===== src/pkg/trs_defs.svh =====
// Purpose: Offsets, field positions, codes and reset values of the trigger routing switch
// Assumes: Included by bare name; definitions only
// Notes:   Register offsets are byte addresses of 32-bit words
`ifndef TRS_DEFS_SVH
`define TRS_DEFS_SVH

// ----------------------------------------
// Register offsets
// ----------------------------------------
`define TRS_ADDR_W          8
`define TRS_OFS_CTRL        8'h00
`define TRS_OFS_SOFT        8'h04
`define TRS_OFS_ROUTE       8'h08
`define TRS_OFS_CLEAR       8'h0c
`define TRS_OFS_STATUS      8'h10

// ----------------------------------------
// Field positions
// ----------------------------------------
`define TRS_CTRL_OPEN_BIT   0
`define TRS_CTRL_CLOSE_BIT  1
`define TRS_SOFT_LEVEL_BIT  0
`define TRS_ROUTE_SRC_LSB   0
`define TRS_ROUTE_DST_LSB   8
`define TRS_ROUTE_MID_LSB   16
`define TRS_STAT_OPEN_BIT   0
`define TRS_STAT_NOINIT_BIT 1
`define TRS_STAT_PATH_BIT   2

// ----------------------------------------
// Selection codes
// ----------------------------------------
`define TRS_SEL_NOTHING     8'h00
`define TRS_SEL_FRONT       8'h02
`define TRS_SEL_SOFT        8'h03
`define TRS_SEL_LINE_FIRST  8'h6f
`define TRS_SEL_LINE_LAST   8'h76
`define TRS_LINES           8

// ----------------------------------------
// Reset values
// ----------------------------------------
`define TRS_RST_SOFT        1'b0
`define TRS_RST_OPEN        1'b0

`endif


===== src/pkg/trs_pkg.sv =====
// Purpose: Types shared by the trigger routing switch files
// Assumes: Codes come from trs_defs.svh
// Notes:   One routing path travels as one struct
`include "trs_defs.svh"

package trs_pkg;

    typedef logic [7:0] trs_sel_t;

    typedef struct packed {
        trs_sel_t mid;
        trs_sel_t dst;
        trs_sel_t src;
    } trs_route_s;

    typedef struct packed {
        logic path_err;
        logic noinit_err;
        logic opened;
    } trs_status_s;

endpackage


===== src/logic/trs_pin_sync.sv =====
// Purpose: Three-stage synchroniser with agreement filter for pin inputs
// Assumes: One clock, synchronous active-high reset
// Notes:   Output follows only when stages two and three agree
module trs_pin_sync #(
    parameter int W = 1
) (
    input  wire logic         clock,   // System clock
    input  wire logic         srst,    // Synchronous reset
    input  wire logic [W-1:0] pin_in,  // Asynchronous pin levels
    output logic      [W-1:0] pin_sync // Filtered, synchronised levels
);
    genvar i;
    generate
        for (i = 0; i < W; i++) begin : g_bit
            logic s1_reg, s2_reg, s3_reg, f_reg;
            logic f_next;

            always_comb begin
                f_next = (s2_reg == s3_reg) ? s3_reg : f_reg;
            end

            always_ff @(posedge clock) begin
                if (srst) begin
                    s1_reg <= 1'b0;
                    s2_reg <= 1'b0;
                    s3_reg <= 1'b0;
                    f_reg  <= 1'b0;
                end else begin
                    s1_reg <= pin_in[i];
                    s2_reg <= s1_reg;
                    s3_reg <= s2_reg;
                    f_reg  <= f_next;
                end
            end

            assign pin_sync[i] = f_reg;
        end
    endgenerate
endmodule


===== src/logic/trs_switch.sv =====
// Purpose: Trigger routing switch between front connector, software level and backplane lines
// Assumes: 125 MHz clock, plain register port, read data one cycle after the strobe
// Notes:   Notes on behaviour list follows
//
// Notes on behaviour
// - Software level drives low for 0, high for 1
// - Software level is low after reset
// - Source: front, software, or lines 0-7
// - Destination: front or lines 0-7 only
// - Clear disconnects every source from every destination
// - Active path reads back as source, destination, intermediate
// - Codes: none 0, front 2, soft 3, lines 111-118
// - Software level read returns present level
`include "trs_defs.svh"

module trs_switch
    import trs_pkg::*;
(
    input  wire logic                      clock,       // 125 MHz system clock
    input  wire logic                      srst,        // Synchronous reset, active high
    input  wire logic [`TRS_ADDR_W-1:0]    reg_addr,    // Register byte address
    input  wire logic [31:0]               reg_wdata,   // Register write data
    input  wire logic                      reg_wr,      // Write strobe
    input  wire logic                      reg_rd,      // Read strobe
    output logic      [31:0]               reg_rdata,   // Read data, cycle after strobe
    input  wire logic                      front_in,    // Front connector level in
    output logic                           front_out,   // Front connector level out
    output logic                           front_oe,    // Front connector drive enable
    input  wire logic [`TRS_LINES-1:0]     line_in,     // Backplane trigger lines in
    output logic      [`TRS_LINES-1:0]     line_out,    // Backplane trigger lines out
    output logic      [`TRS_LINES-1:0]     line_oe,     // Backplane trigger drive enables
    output logic                           soft_level   // Present software trigger level
);

    // ----------------------------------------
    // Pin synchronisers
    // ----------------------------------------
    logic                  front_sync;
    logic [`TRS_LINES-1:0] line_sync;

    trs_pin_sync #(.W(`TRS_LINES + 1)) u_sync (
        .clock    (clock),
        .srst     (srst),
        .pin_in   ({front_in, line_in}),
        .pin_sync ({front_sync, line_sync})
    );

    // ----------------------------------------
    // Code helpers
    // ----------------------------------------
    function automatic logic is_line(input trs_sel_t code);
        is_line = (code >= `TRS_SEL_LINE_FIRST) && (code <= `TRS_SEL_LINE_LAST);
    endfunction

    function automatic logic [2:0] line_idx(input trs_sel_t code);
        trs_sel_t diff;
        diff     = code - `TRS_SEL_LINE_FIRST;
        line_idx = diff[2:0];
    endfunction

    function automatic logic path_ok(input trs_route_s r);
        logic src_ok, dst_ok, mid_ok;
        src_ok = (r.src == `TRS_SEL_FRONT) || (r.src == `TRS_SEL_SOFT)
                 || is_line(r.src);
        dst_ok = (r.dst == `TRS_SEL_FRONT) || is_line(r.dst);
        if ((r.src == `TRS_SEL_SOFT) && (r.dst == `TRS_SEL_FRONT)) begin
            mid_ok = is_line(r.mid);
        end else begin
            mid_ok = (r.mid == `TRS_SEL_NOTHING);
        end
        // A source looping onto itself would latch the line
        path_ok = src_ok && dst_ok && mid_ok && (r.src != r.dst);
    endfunction

    // ----------------------------------------
    // Register file
    // ----------------------------------------
    trs_route_s  route_reg, route_next;
    trs_status_s stat_reg,  stat_next;
    logic        soft_reg,  soft_next;
    logic [31:0] rdata_reg, rdata_next;

    always_comb begin
        trs_route_s req;
        logic       ok_access;
        req        = reg_wdata[23:0];
        route_next = route_reg;
        stat_next  = stat_reg;
        soft_next  = soft_reg;
        rdata_next = 32'h0000_0000;
        ok_access  = stat_reg.opened || (reg_addr == `TRS_OFS_CTRL)
                     || (reg_addr == `TRS_OFS_STATUS);

        // Write-one-to-clear first so a same-cycle set wins below
        if (reg_wr && (reg_addr == `TRS_OFS_STATUS)) begin
            if (reg_wdata[`TRS_STAT_NOINIT_BIT]) stat_next.noinit_err = 1'b0;
            if (reg_wdata[`TRS_STAT_PATH_BIT])   stat_next.path_err   = 1'b0;
        end

        if ((reg_wr || reg_rd) && !ok_access) begin
            stat_next.noinit_err = 1'b1;
        end else if (reg_wr) begin
            case (reg_addr)
                `TRS_OFS_CTRL: begin
                    if (reg_wdata[`TRS_CTRL_OPEN_BIT]) begin
                        stat_next.opened = 1'b1;
                    end else if (reg_wdata[`TRS_CTRL_CLOSE_BIT]) begin
                        stat_next.opened = 1'b0;
                    end
                end
                `TRS_OFS_SOFT: soft_next = reg_wdata[`TRS_SOFT_LEVEL_BIT];
                `TRS_OFS_ROUTE: begin
                    if (path_ok(req)) begin
                        route_next = req;
                    end else begin
                        // Bad path leaves the active one untouched
                        stat_next.path_err = 1'b1;
                    end
                end
                `TRS_OFS_CLEAR: begin
                    route_next = '{`TRS_SEL_NOTHING, `TRS_SEL_NOTHING,
                                   `TRS_SEL_NOTHING};
                end
                default: ;
            endcase
        end

        if (reg_rd && ok_access) begin
            case (reg_addr)
                `TRS_OFS_SOFT:   rdata_next[`TRS_SOFT_LEVEL_BIT] = soft_reg;
                `TRS_OFS_ROUTE:  rdata_next[23:0] = route_reg;
                `TRS_OFS_STATUS: rdata_next[2:0]  = stat_reg;
                default:         rdata_next = 32'h0000_0000;
            endcase
        end
    end

    always_ff @(posedge clock) begin
        if (srst) begin
            route_reg <= '{`TRS_SEL_NOTHING, `TRS_SEL_NOTHING, `TRS_SEL_NOTHING};
            stat_reg  <= '{1'b0, 1'b0, `TRS_RST_OPEN};
            soft_reg  <= `TRS_RST_SOFT;
            rdata_reg <= 32'h0000_0000;
        end else begin
            route_reg <= route_next;
            stat_reg  <= stat_next;
            soft_reg  <= soft_next;
            rdata_reg <= rdata_next;
        end
    end

    // ----------------------------------------
    // Routing fabric
    // ----------------------------------------
    logic                  src_val;
    logic                  fout_next, foe_next;
    logic [`TRS_LINES-1:0] lout_next, loe_next;
    logic                  fout_reg,  foe_reg;
    logic [`TRS_LINES-1:0] lout_reg,  loe_reg;

    always_comb begin
        src_val   = 1'b0;
        fout_next = 1'b0;
        foe_next  = 1'b0;
        lout_next = '0;
        loe_next  = '0;
        if (route_reg.src == `TRS_SEL_FRONT) begin
            src_val = front_sync;
        end else if (route_reg.src == `TRS_SEL_SOFT) begin
            src_val = soft_reg;
        end else if (is_line(route_reg.src)) begin
            src_val = line_sync[line_idx(route_reg.src)];
        end

        if (route_reg.dst == `TRS_SEL_FRONT) begin
            foe_next  = 1'b1;
            fout_next = src_val;
            if (is_line(route_reg.mid)) begin
                // Software level drives its backplane line too; the front is driven with it directly
                loe_next[line_idx(route_reg.mid)]  = 1'b1;
                lout_next[line_idx(route_reg.mid)] = src_val;
            end
        end else if (is_line(route_reg.dst)) begin
            loe_next[line_idx(route_reg.dst)]  = 1'b1;
            lout_next[line_idx(route_reg.dst)] = src_val;
        end
    end

    always_ff @(posedge clock) begin
        if (srst) begin
            fout_reg <= 1'b0;
            foe_reg  <= 1'b0;
            lout_reg <= '0;
            loe_reg  <= '0;
        end else begin
            fout_reg <= fout_next;
            foe_reg  <= foe_next;
            lout_reg <= lout_next;
            loe_reg  <= loe_next;
        end
    end

    assign reg_rdata  = rdata_reg;
    assign front_out  = fout_reg;
    assign front_oe   = foe_reg;
    assign line_out   = lout_reg;
    assign line_oe    = loe_reg;
    assign soft_level = soft_reg;

endmodule


===== config.mk =====
export PLATFORM = sky130hd
export DESIGN_NAME = trs_switch
export DESIGN_NICKNAME = d
export VERILOG_FILES = /design/src/pkg/trs_pkg.sv /design/src/logic/trs_pin_sync.sv /design/src/logic/trs_switch.sv
export VERILOG_INCLUDE_DIRS = /design/src /design/src/pkg
export SDC_FILE = /design/constraint.sdc
export NUM_CORES = 1
export LEC_CHECK = 0
export CAP_MARGIN = 25
export CORE_ASPECT_RATIO = 0.8
export CORE_MARGIN = 1.5
export CORE_UTILIZATION = 44
export CTS_CLUSTER_DIAMETER = 150
export DETAILED_ROUTE_END_ITERATION = 8
export DONT_BUFFER_PORTS = 1
export GPL_TIMING_DRIVEN = 0
export PLACE_DENSITY = 0.63
export SLEW_MARGIN = 20
export SYNTH_ARGS = -nofsm -noshare
export SYNTH_HDL_FRONTEND = slang
export SYNTH_HIERARCHICAL = 1
export SYNTH_SLANG_ARGS = --single-unit
export TNS_END_PERCENT = 1

===== constraint.sdc =====
create_clock -name clock -period 4.2 [get_ports clock]
set_input_delay 0.42 -clock clock [delete_from_list [all_inputs] [get_ports clock]]
set_output_delay 0.42 -clock clock [all_outputs]
set_load 0.005 [all_outputs]

==> flow_summary_export.csv, run 1 <==
group,metric,value,unit
critical_path,crit_path_end_kind,"register",
hold_path,hp-start,"reg_wdata[14]",
pwr,power_switching_share,20.4,%
synthesis,async_flop_share,0,%
placement,dp_hpwl,6430,um
synthesis,ys.flop_type,"dfxtp_1",
sta,setup_viol,0,
sta,layout_min_cycle_time,2510,ps
sta,setup_tns,0,ps
sta,clock.fmax,398,MHz
sta,timing.hold.ws,197,ps
clock_tree,htree_levels,3,
placement,routabilityCongestion,0.873,
synthesis,syn_area_per_cell,10.4,sq um
critical_path,cp_data_arrival_time,2750,ps
critical_path,cp_slowest_cell,"dfxtp_1",
synthesis,yosys_warnings,6,
sta,period_share,59.8,%
clock_tree,cts_sinks,106,
clock_tree,numCtsBuffers,9,
clock_tree,path_clk_slew,70,ps
detailed_routing,drc,0,
critical_path,cp_num_buf_inv,1,
detailed_routing,wl_per_cell,16.0,um
floorplan,num_rows,31,
synthesis,syn-cell-area,4090,sq um
synthesis,yosysSeqAreaShare,51.8,%
synthesis,yosysTopAreaCellShare,51.8,%
grt,antenna_found_initial,0,
synthesis,synth_area_leaders,"dfxtp_1, nor2b_1, a22o_1",
critical_path,path_class,"reg -> reg",
sta,max_slew_margin,53.3,%
clock_tree,cts_tree,"built",
detailed_routing,wirelength,8520,um
floorplan,die_area,9890,sq um
pwr,p_per_area,430,nW/um^2
clock_tree,post_cts_resized,0,
floorplan,core,9040,sq um
floorplan,die_w,111,um
pwr,peakVddDrop,0.314,mV
grt,grt.total_usage,17.7,%
grt,grt_overflow,0,
floorplan,pin_count,104,
clock_tree,post_cts_buffers,0,
critical_path,startpoint,"route_reg[0]",
hold_path,hold_class,"in -> reg",
detailed_routing,ant_nets,0,
synthesis,syn_inst,394,
pwr,p_leak,1.76,nW
sta,skew,6.48,ps
synthesis,synth_cell_type_count,50,
grt,grt_pass1_wl,13600,um
synthesis,ys_seq_elements,106,
critical_path,crit_fanout,9,
pwr,p_clk_share,45.5,%
cells_and_area,final_nets,471,
critical_path,critPathLaunchType,"register",
clock_tree,root_buffer,"clkbuf_16",
synthesis,synth_area_leader_cell,"dfxtp_1",
critical_path,slowest_delay,520,ps
critical_path,reg2reg_from,"route_reg[0]",
sta,slew_violations,0,
pwr,power_switching,0.403,mW
critical_path,path_cells,"inv_1, ha_1, mux4_2, mux2i_1, a2111oi_0, o32ai_2, nor3_1",
detailed_routing,via_per_inst,5.34,
floorplan,start_util,45.3,%
pwr,combinationalPowerShare,2.9,%
clock_tree,clk_path_buf_depth,2,
detailed_routing,vias,2843,
critical_path,required,4440,ps
pwr,seqPwrFrac,51.6,%
status,status,"finished clean",
critical_path,critPathTopFamily,"compound AO/OA/AOI/OAI gates",
job,max_cap_violations,0,
placement,numPortBuffers,0,
detailed_routing,dr.pass1.iters,4,
detailed_routing,drtIter0Drc,166,
synthesis,synth_edf_count,0,
sta,final_hold_viol_count,0,
grt,grt_max_degree,19,
clock_tree,ctsHoldBuffers,0,
floorplan,die_h,89.3,um
pwr,power.internal,1.57,mW
sta,tightest_slew,701,ps
cells_and_area,num_antenna_cells,0,
cells_and_area,area_growth,12.4,%
grt,grt_pass1_vias,2659,
sta,rsz0062_at_grt,"no",
cells_and_area,drive_gt1_share,14.6,%
clock_tree,clk_latency,340,ps
power groups by stage:
stage | Sequential (mW) | Clock (mW) | Combinational (mW)
3_3_place_gp | 1.04 | 0 | 0.0566
2_1_floorplan | 1.04 | 0 | 0.0497
3_5_place_dp | 1.04 | 0 | 0.0579
6_report | 1.02 | 0.900 | 0.0581
5_1_grt | 1.02 | 0.957 | 0.0649
4_1_cts | 1.02 | 0.917 | 0.0582
cell type report:
cell class / count / area, sq um
multi-input combinational: 260 / 1760
tap: 115 / 144
buffer: 29 / 225
clock buffer: 9 / 225
sequential: 106 / 2120
inverter: 6 / 22.5
clock inverter: 7 / 103
fill: 811 / 4440
final timing paths:
kind	endpoint	slack, ps	cells after the start
max reg2reg	front_out	1690	7
max	front_out	1690	7
min	route_reg[14]	200	1
min reg2reg	u_sync/g_bit[3].s2_reg	430	1
through the flow:
stage / utilization [%] / instance area [sq um] / cells / worst slack [ps] / power [mW]
after floorplan: - / 4120 / 401 / 1970 / 1.09
after global placement: 47.2 / 4260 / 516 / 1770 / 1.10
after detailed placement: 47.3 / 4270 / 516 / 1730 / 1.10
after CTS: 50.9 / 4600 / 532 / 1690 / 1.99
after global routing: 50.9 / 4600 / 532 / 1450 / 2.04
final: 50.9 / 4600 / 532 / 1690 / 1.98
cell usage in the layout (no fill, tap or decap), types with 3 or more instances in the layout:
cell / n
a22o_1: 17
nor4_1: 11
nand2_1: 24
inv_1: 6
nor2b_1: 37
ha_1: 6
o21ai_0: 13
o22ai_1: 6
a22o_2: 4
or4_1: 3
mux2i_1: 4
nand3_1: 8
nor2_1: 14
dfxtp_1: 106
clkbuf_16: 9
buf_6: 7
buf_4: 17
nand4_1: 10
xor2_1: 10
conb_1: 8
a21oi_1: 13
and2b_2: 6
clkbuf_1: 3
and2_1: 22
nor3_1: 8
clkinv_4: 3
nand2b_1: 3
metal layers:
metal	share of wire, %	vias to the layer above	global-route usage, %	wire (um)
met5	0	-	0	0
met4	1.2	0	6.06	103
met3	8.4	13	6.78	718
met2	42	100	26.0	3590
met1	48	1320	23.9	4100
li1	-	1410	-	-
cell families after synthesis:
logic type                 Yosys count  synth area share (%)
and+or+nand+nor                    161                  23.2
DFF                                106                  51.8
AOI/OAI and AO/OA                   68                  12.5
buffers and inverters               35                  6.05
xor gates and xnor gates            11                  2.35
adders and majority gates            6                  1.83
muxes                                6                  2.08
other                                1                0.0916
Yosys cell counts (3+ instances only):
library cell / n
a21oi_1: 13
a22o_1: 17
a22o_2: 4
and2_1: 22
and2b_2: 6
buf_4: 17
buf_6: 7
clkbuf_1: 3
dfxtp_1: 106
ha_1: 6
inv_1: 6
mux2i_1: 4
nand2_1: 24
nand2b_1: 3
nand3_1: 8
nand4_1: 10
nor2_1: 14
nor2b_1: 37
nor3_1: 8
nor4_1: 11
o21ai_0: 13
o22ai_1: 6
or4_1: 3
xor2_1: 10
Note: power is estimated with default switching activity, not from simulation.
==> run 2: changes to the inputs <==
ABC_AREA = 1   (was default)
clock period = 2.45 ns   (was 4.2 ns; I/O delays follow)
==> run 2 against run 1 <==
  * Sequential power rose by 72%
  * Critical path depth grew 2
  * Maximum frequency grew 27%
  * Design area rose by 14%
  * Power is 66% higher
  * Global-route usage up 1.1 points
  * Largest cell class unchanged
  * Largest power group unchanged
==> flow_summary_export.csv, run 2 <==
group,metric,value,unit
status,status,"finished clean",
floorplan,die_w,118,um
critical_path,slowest_delay,420,ps
clock_tree,clk_latency,340,ps
detailed_routing,drc,0,
cells_and_area,final_nets,734,
synthesis,yosys-top-cells-count,"nor2_1, nand2_1, dfxtp_1",
hold_path,hold_path_end,"soft_level",
sta,final_hold_viol_count,0,
cells_and_area,final_cells,820,
critical_path,critPathLaunchType,"register",
synthesis,ys_seq_elements,106,
clock_tree,path_clk_slew,60,ps
synthesis,synth_area_leader_cell,"dfxtp_1",
pwr,p_per_area,624,nW/um^2
sta,layout_min_cycle_time,1980,ps
grt,grt.total_usage,18.8,%
critical_path,reg2regPathDepth,9,
sta,timing.hold.ws,90.2,ps
detailed_routing,via_per_inst,4.62,
cells_and_area,postLayoutCellArea,5250,sq um
detailed_routing,wl_per_cell,12.2,um
grt,grt_max_degree,18,
floorplan,start_util,45.3,%
floorplan,pin_count,104,
synthesis,syn_inst,647,
detailed_routing,wirelength,10000,um
pwr,finalPower,3.28,mW
critical_path,crit_path_end_kind,"register",
pwr,peakVddDrop,0.326,mV
hold_path,hp-start,"reg_wr",
clock_tree,numCtsBuffers,9,
synthesis,synth_edf_count,0,
placement,numPortBuffers,0,
synthesis,syn_area_per_cell,7.19,sq um
grt,antenna_found_initial,0,
sta,slew_violations,0,
critical_path,path_cells,"inv_1, ha_1, a21oi_1, a32oi_1, or2_2, nand3_1, nand2_1, o21ai_2, nor2_1",
placement,dp_hpwl,7480,um
sta,skew,6.95,ps
synthesis,synth_area_leaders,"dfxtp_1, nor2_1, nand2_1",
floorplan,core,10300,sq um
job,max_cap_violations,0,
cells_and_area,multi_input_area,1920,sq um
detailed_routing,drtIter0Drc,248,
synthesis,yosysMostFrequentCell,"nor2_1",
cells_and_area,num_antenna_cells,0,
placement,place_inst,794,
clock_tree,cts_tree,"built",
detailed_routing,ant_nets,0,
placement,placed_area,4850,sq um
critical_path,r2r-end,"line_out[2]",
critical_path,cp_data_arrival_time,2200,ps
cells_and_area,area_growth,12.7,%
sta,rsz0062_at_grt,"no",
critical_path,startpoint,"route_reg[0]",
detailed_routing,vias,3786,
floorplan,num_rows,33,
placement,routabilityCongestion,0.895,
grt,grt_pass1_vias,3562,
cells_and_area,layout_common_cells,"nor2_1, nand2_1, dfxtp_1, inv_1, nand3_1",
sta,setup_tns,0,ps
clock_tree,cts_sinks,106,
grt,grt_overflow,0,
sta,clock.fmax,506,MHz
detailed_routing,dr.pass1.iters,5,
grt,grt_pass1_wl,16700,um
synthesis,yosys_warnings,6,
critical_path,cp_slowest_cell,"dfxtp_1",
clock_tree,htree_levels,3,
hold_path,hold_depth,2,
hold_path,hold_class,"in -> reg",
synthesis,yosysTopAreaCellShare,45.6,%
synthesis,yosysSeqAreaShare,45.6,%
cells_and_area,n_fill_cell,1028,
critical_path,crit_fanout,9,
critical_path,path_class,"reg -> reg",
synthesis,syn-cell-area,4650,sq um
critical_path,reg2reg_from,"route_reg[0]",
critical_path,regToRegSetupSlack,470,ps
sta,setup_viol,0,
floorplan,die_h,95.0,um
pwr,p_leak,2.45,nW
cells_and_area,drive_gt1_share,10.6,%
critical_path,required,2670,ps
floorplan,die_area,11200,sq um
cells_and_area,layout_commonest_cell,"nor2_1",
clock_tree,root_buffer,"clkbuf_16",
sta,period_share,80.7,%
cells_and_area,seqCellArea,2120,sq um
synthesis,async_flop_share,0,%
synthesis,synth_cell_type_count,41,
clock_tree,clk_path_buf_depth,2,
synthesis,ys.flop_type,"dfxtp_1",
[run 2: per-layer routing]
layer  track usage [%]  wire length [um]
met2              30.6              4370
met1              24.7              5010
met5                 0                 0
met4              6.20               121
met3              4.59               536
[run 2: cells by family after synthesis]
logic type	share of synthesized area (%)
simple gates	30.7
buf+inv	13.7
flops	45.6
compound gates	7.37
fa+ha+maj	1.61
xor+xnor	0.941
other cells	0.0806
[run 2: repair_timing]
action,4_1_cts,5_1_grt
hold endpoints to repair,14,0
hold buffers,10,0
endpoints found under the setup margin,0,7
buffers inserted,0,0
gates resized for setup,0,1
[run 2: critical path, delay by kind of cell, from the launching register on]
kind	cells	cell delay, ps
compound gates	3	360
fa+ha+maj	1	380
buf+inv	1	190
flops	1	420
simple gates	4	510
[run 2: how the worst max path moves through the flow]
stage | to | cells after the start | slack, ps
2_1_floorplan | front_out | 9 | 640
5_1_grt | line_out[4] | 9 | 210
4_1_cts | line_out[2] | 9 | 250
3_5_place_dp | line_out[2] | 9 | 260
3_3_place_gp | front_out | 9 | 290
6_report | line_out[2] | 9 | 470
[run 2: power by group]
| group | total [mW] | switching (mW) | leakage, nW | internal, mW |
|---|---|---|---|---|
| clock | 1.37 | 0.626 | 0.142 | 0.748 |
| combinational | 0.151 | 0.0839 | 1.45 | 0.0667 |
| sequential | 1.75 | 0.00910 | 0.859 | 1.74 |
| total | 3.28 | 0.719 | 2.45 | 2.56 |
[run 2: per-stage QoR]
stage	setup slack [ps]	utilization (%)
6_report	472	51.0
5_1_grt	208	51.0
4_1_cts	251	51.0
3_5_place_dp	259	47.2
3_3_place_gp	294	47.2
2_1_floorplan	638	-
[run 2: cell type report]
type	count	share of cell area [%]
clock inverters	5	0.668
flip-flops and latches	106	40.4
multi-input cells	408	36.6
well taps	140	3.34
repair buffers	10	1.91
inverters	110	8.04
clock buffers	11	4.82
plain buffers	30	4.15
==> run 3: changes to the inputs <==
clock period = 2.1 ns   (was 2.45 ns; I/O delays follow)
==> run 3 against run 2 <==
  * Maximum frequency increased by 8.4%
  * Hold slack got worse by 35 ps
  * Critical path depth unchanged
  * First-iteration DRC count increased by 2.0%
  * Global-route usage unchanged
  * Die area unchanged
  * Non-clock buffer count unchanged
  * Power increased by 17%
  * Highest routed layer unchanged
==> flow_summary_export.csv, run 3 (synthesis results as in run 2) <==
group,metric,value,unit
cells_and_area,n_fill_cell,1027,
clock_tree,numCtsBuffers,9,
clock_tree,cts_sinks,106,
sta,rsz0062_at_grt,"no",
clock_tree,htree_levels,3,
detailed_routing,ant_nets,0,
critical_path,reg2reg_from,"route_reg[0]",
sta,setup_viol,0,
critical_path,reg2regPathDepth,9,
sta,setup_tns,0,ps
cells_and_area,postLayoutCellArea,5250,sq um
placement,placed_area,4850,sq um
pwr,p_per_area,728,nW/um^2
cells_and_area,multi_input_area,1920,sq um
sta,timing.hold.ws,55.2,ps
floorplan,num_rows,33,
critical_path,startpoint,"route_reg[0]",
cells_and_area,final_nets,734,
grt,grt_pass1_vias,3562,
hold_path,hold_depth,2,
sta,period_share,86.9,%
sta,slew_violations,0,
critical_path,regToRegSetupSlack,280,ps
clock_tree,cts_tree,"built",
cells_and_area,seqCellArea,2120,sq um
pwr,finalPower,3.82,mW
grt,antenna_found_initial,0,
clock_tree,clk_path_buf_depth,2,
floorplan,start_util,45.3,%
critical_path,crit_path_end_kind,"register",
cells_and_area,layout_common_cells,"nor2_1, nand2_1, dfxtp_1, inv_1, nand3_1",
pwr,peakVddDrop,0.380,mV
detailed_routing,via_per_inst,4.62,
critical_path,crit_fanout,9,
clock_tree,post_cts_buffers,0,
floorplan,die_h,95.0,um
detailed_routing,drtIter0Drc,253,
detailed_routing,dr.pass1.iters,5,
sta,skew,6.95,ps
sta,clock.fmax,548,MHz
status,status,"finished clean",
sta,layout_min_cycle_time,1820,ps
job,max_cap_violations,0,
critical_path,cp_data_arrival_time,2040,ps
cells_and_area,num_antenna_cells,0,
placement,dp_hpwl,7480,um
hold_path,hold_class,"in -> reg",
detailed_routing,drc,0,
grt,grt.total_usage,18.8,%
cells_and_area,drive_gt1_share,10.9,%
hold_path,hp-start,"reg_wr",
cells_and_area,area_growth,12.8,%
clock_tree,root_buffer,"clkbuf_16",
placement,numPortBuffers,0,
detailed_routing,wirelength,10000,um
grt,grt_max_degree,18,
floorplan,die_w,118,um
grt,grt_pass1_wl,16700,um
cells_and_area,post-route-util,51.0,%
pwr,p_leak,2.45,nW
critical_path,critPathLaunchType,"register",
critical_path,required,2320,ps
sta,final_hold_viol_count,0,
floorplan,core,10300,sq um
critical_path,path_class,"reg -> reg",
detailed_routing,vias,3786,
clock_tree,clk_latency,340,ps
grt,grt_overflow,0,
placement,routabilityCongestion,0.895,
floorplan,pin_count,104,
cells_and_area,layout_commonest_cell,"nor2_1",
detailed_routing,wl_per_cell,12.2,um
clock_tree,path_clk_slew,60,ps
floorplan,die_area,11200,sq um
-- run 3: cell counts in the layout (fill, tap and decap cells not counted) --
Identical to the previous run, type by type.
-- run 3: path summary, 6_finish.rpt --
path | to
hold / removal | soft_level
hold reg to reg | u_sync/g_bit[2].s2_reg
setup reg to reg | line_out[2]
setup / recovery | line_out[2]
-- run 3: final cells by class --
cell class              instances  area share (%)
inverters                     110            8.04
multi-input cells             408            36.6
repair buffers                 10            1.91
clock buffers                  11            4.82
flip-flops and latches        106            40.5
clock inverters                 5           0.668
well taps                     140            3.34
plain buffers                  30            4.15
-- run 3: metrics by stage --
step	setup slack, ps	instances
3_3_place_gp	-56.4	794
6_report	276	820
2_1_floorplan	288	654
3_5_place_dp	-91.4	794
5_1_grt	45.5	820
4_1_cts	106	820
-- run 3: critical path: stages, from the launching register on --
cell	delay (ps)
dfxtp_2	380
inv_2	100
ha_1	350
a21oi_1	130
a32oi_1	60
or2_2	270
nand3_1	90
nand2_1	70
o21ai_2	170
nor2_1	80
-- run 3: per-layer routing --
metal / routed length, um / global-route usage (%) / up-vias / share of wire, %
met3: 536 / 4.59 / 12 / 5.3
met5: 0 / 0 / - / 0
met1: 5020 / 24.7 / 1666 / 50
met4: 121 / 6.20 / 0 / 1.2
li1: - / - / 2013 / -
met2: 4360 / 30.6 / 95 / 43
-- run 3: what timing repair did --
item                                    4_1_cts  5_1_grt
hold endpoints to repair                     14        0
hold buffers                                 10        0
gates resized for setup                       1        2
endpoints found under the setup margin        9        9
pin swaps                                     0        0
cloned                                        0        0
-- run 3: power by group --
group          leakage (nW)  switching (mW)  internal, mW
sequential            0.859          0.0106          2.03
combinational          1.45          0.0979        0.0778
clock                 0.142           0.730         0.873
total                  2.45           0.839          2.98
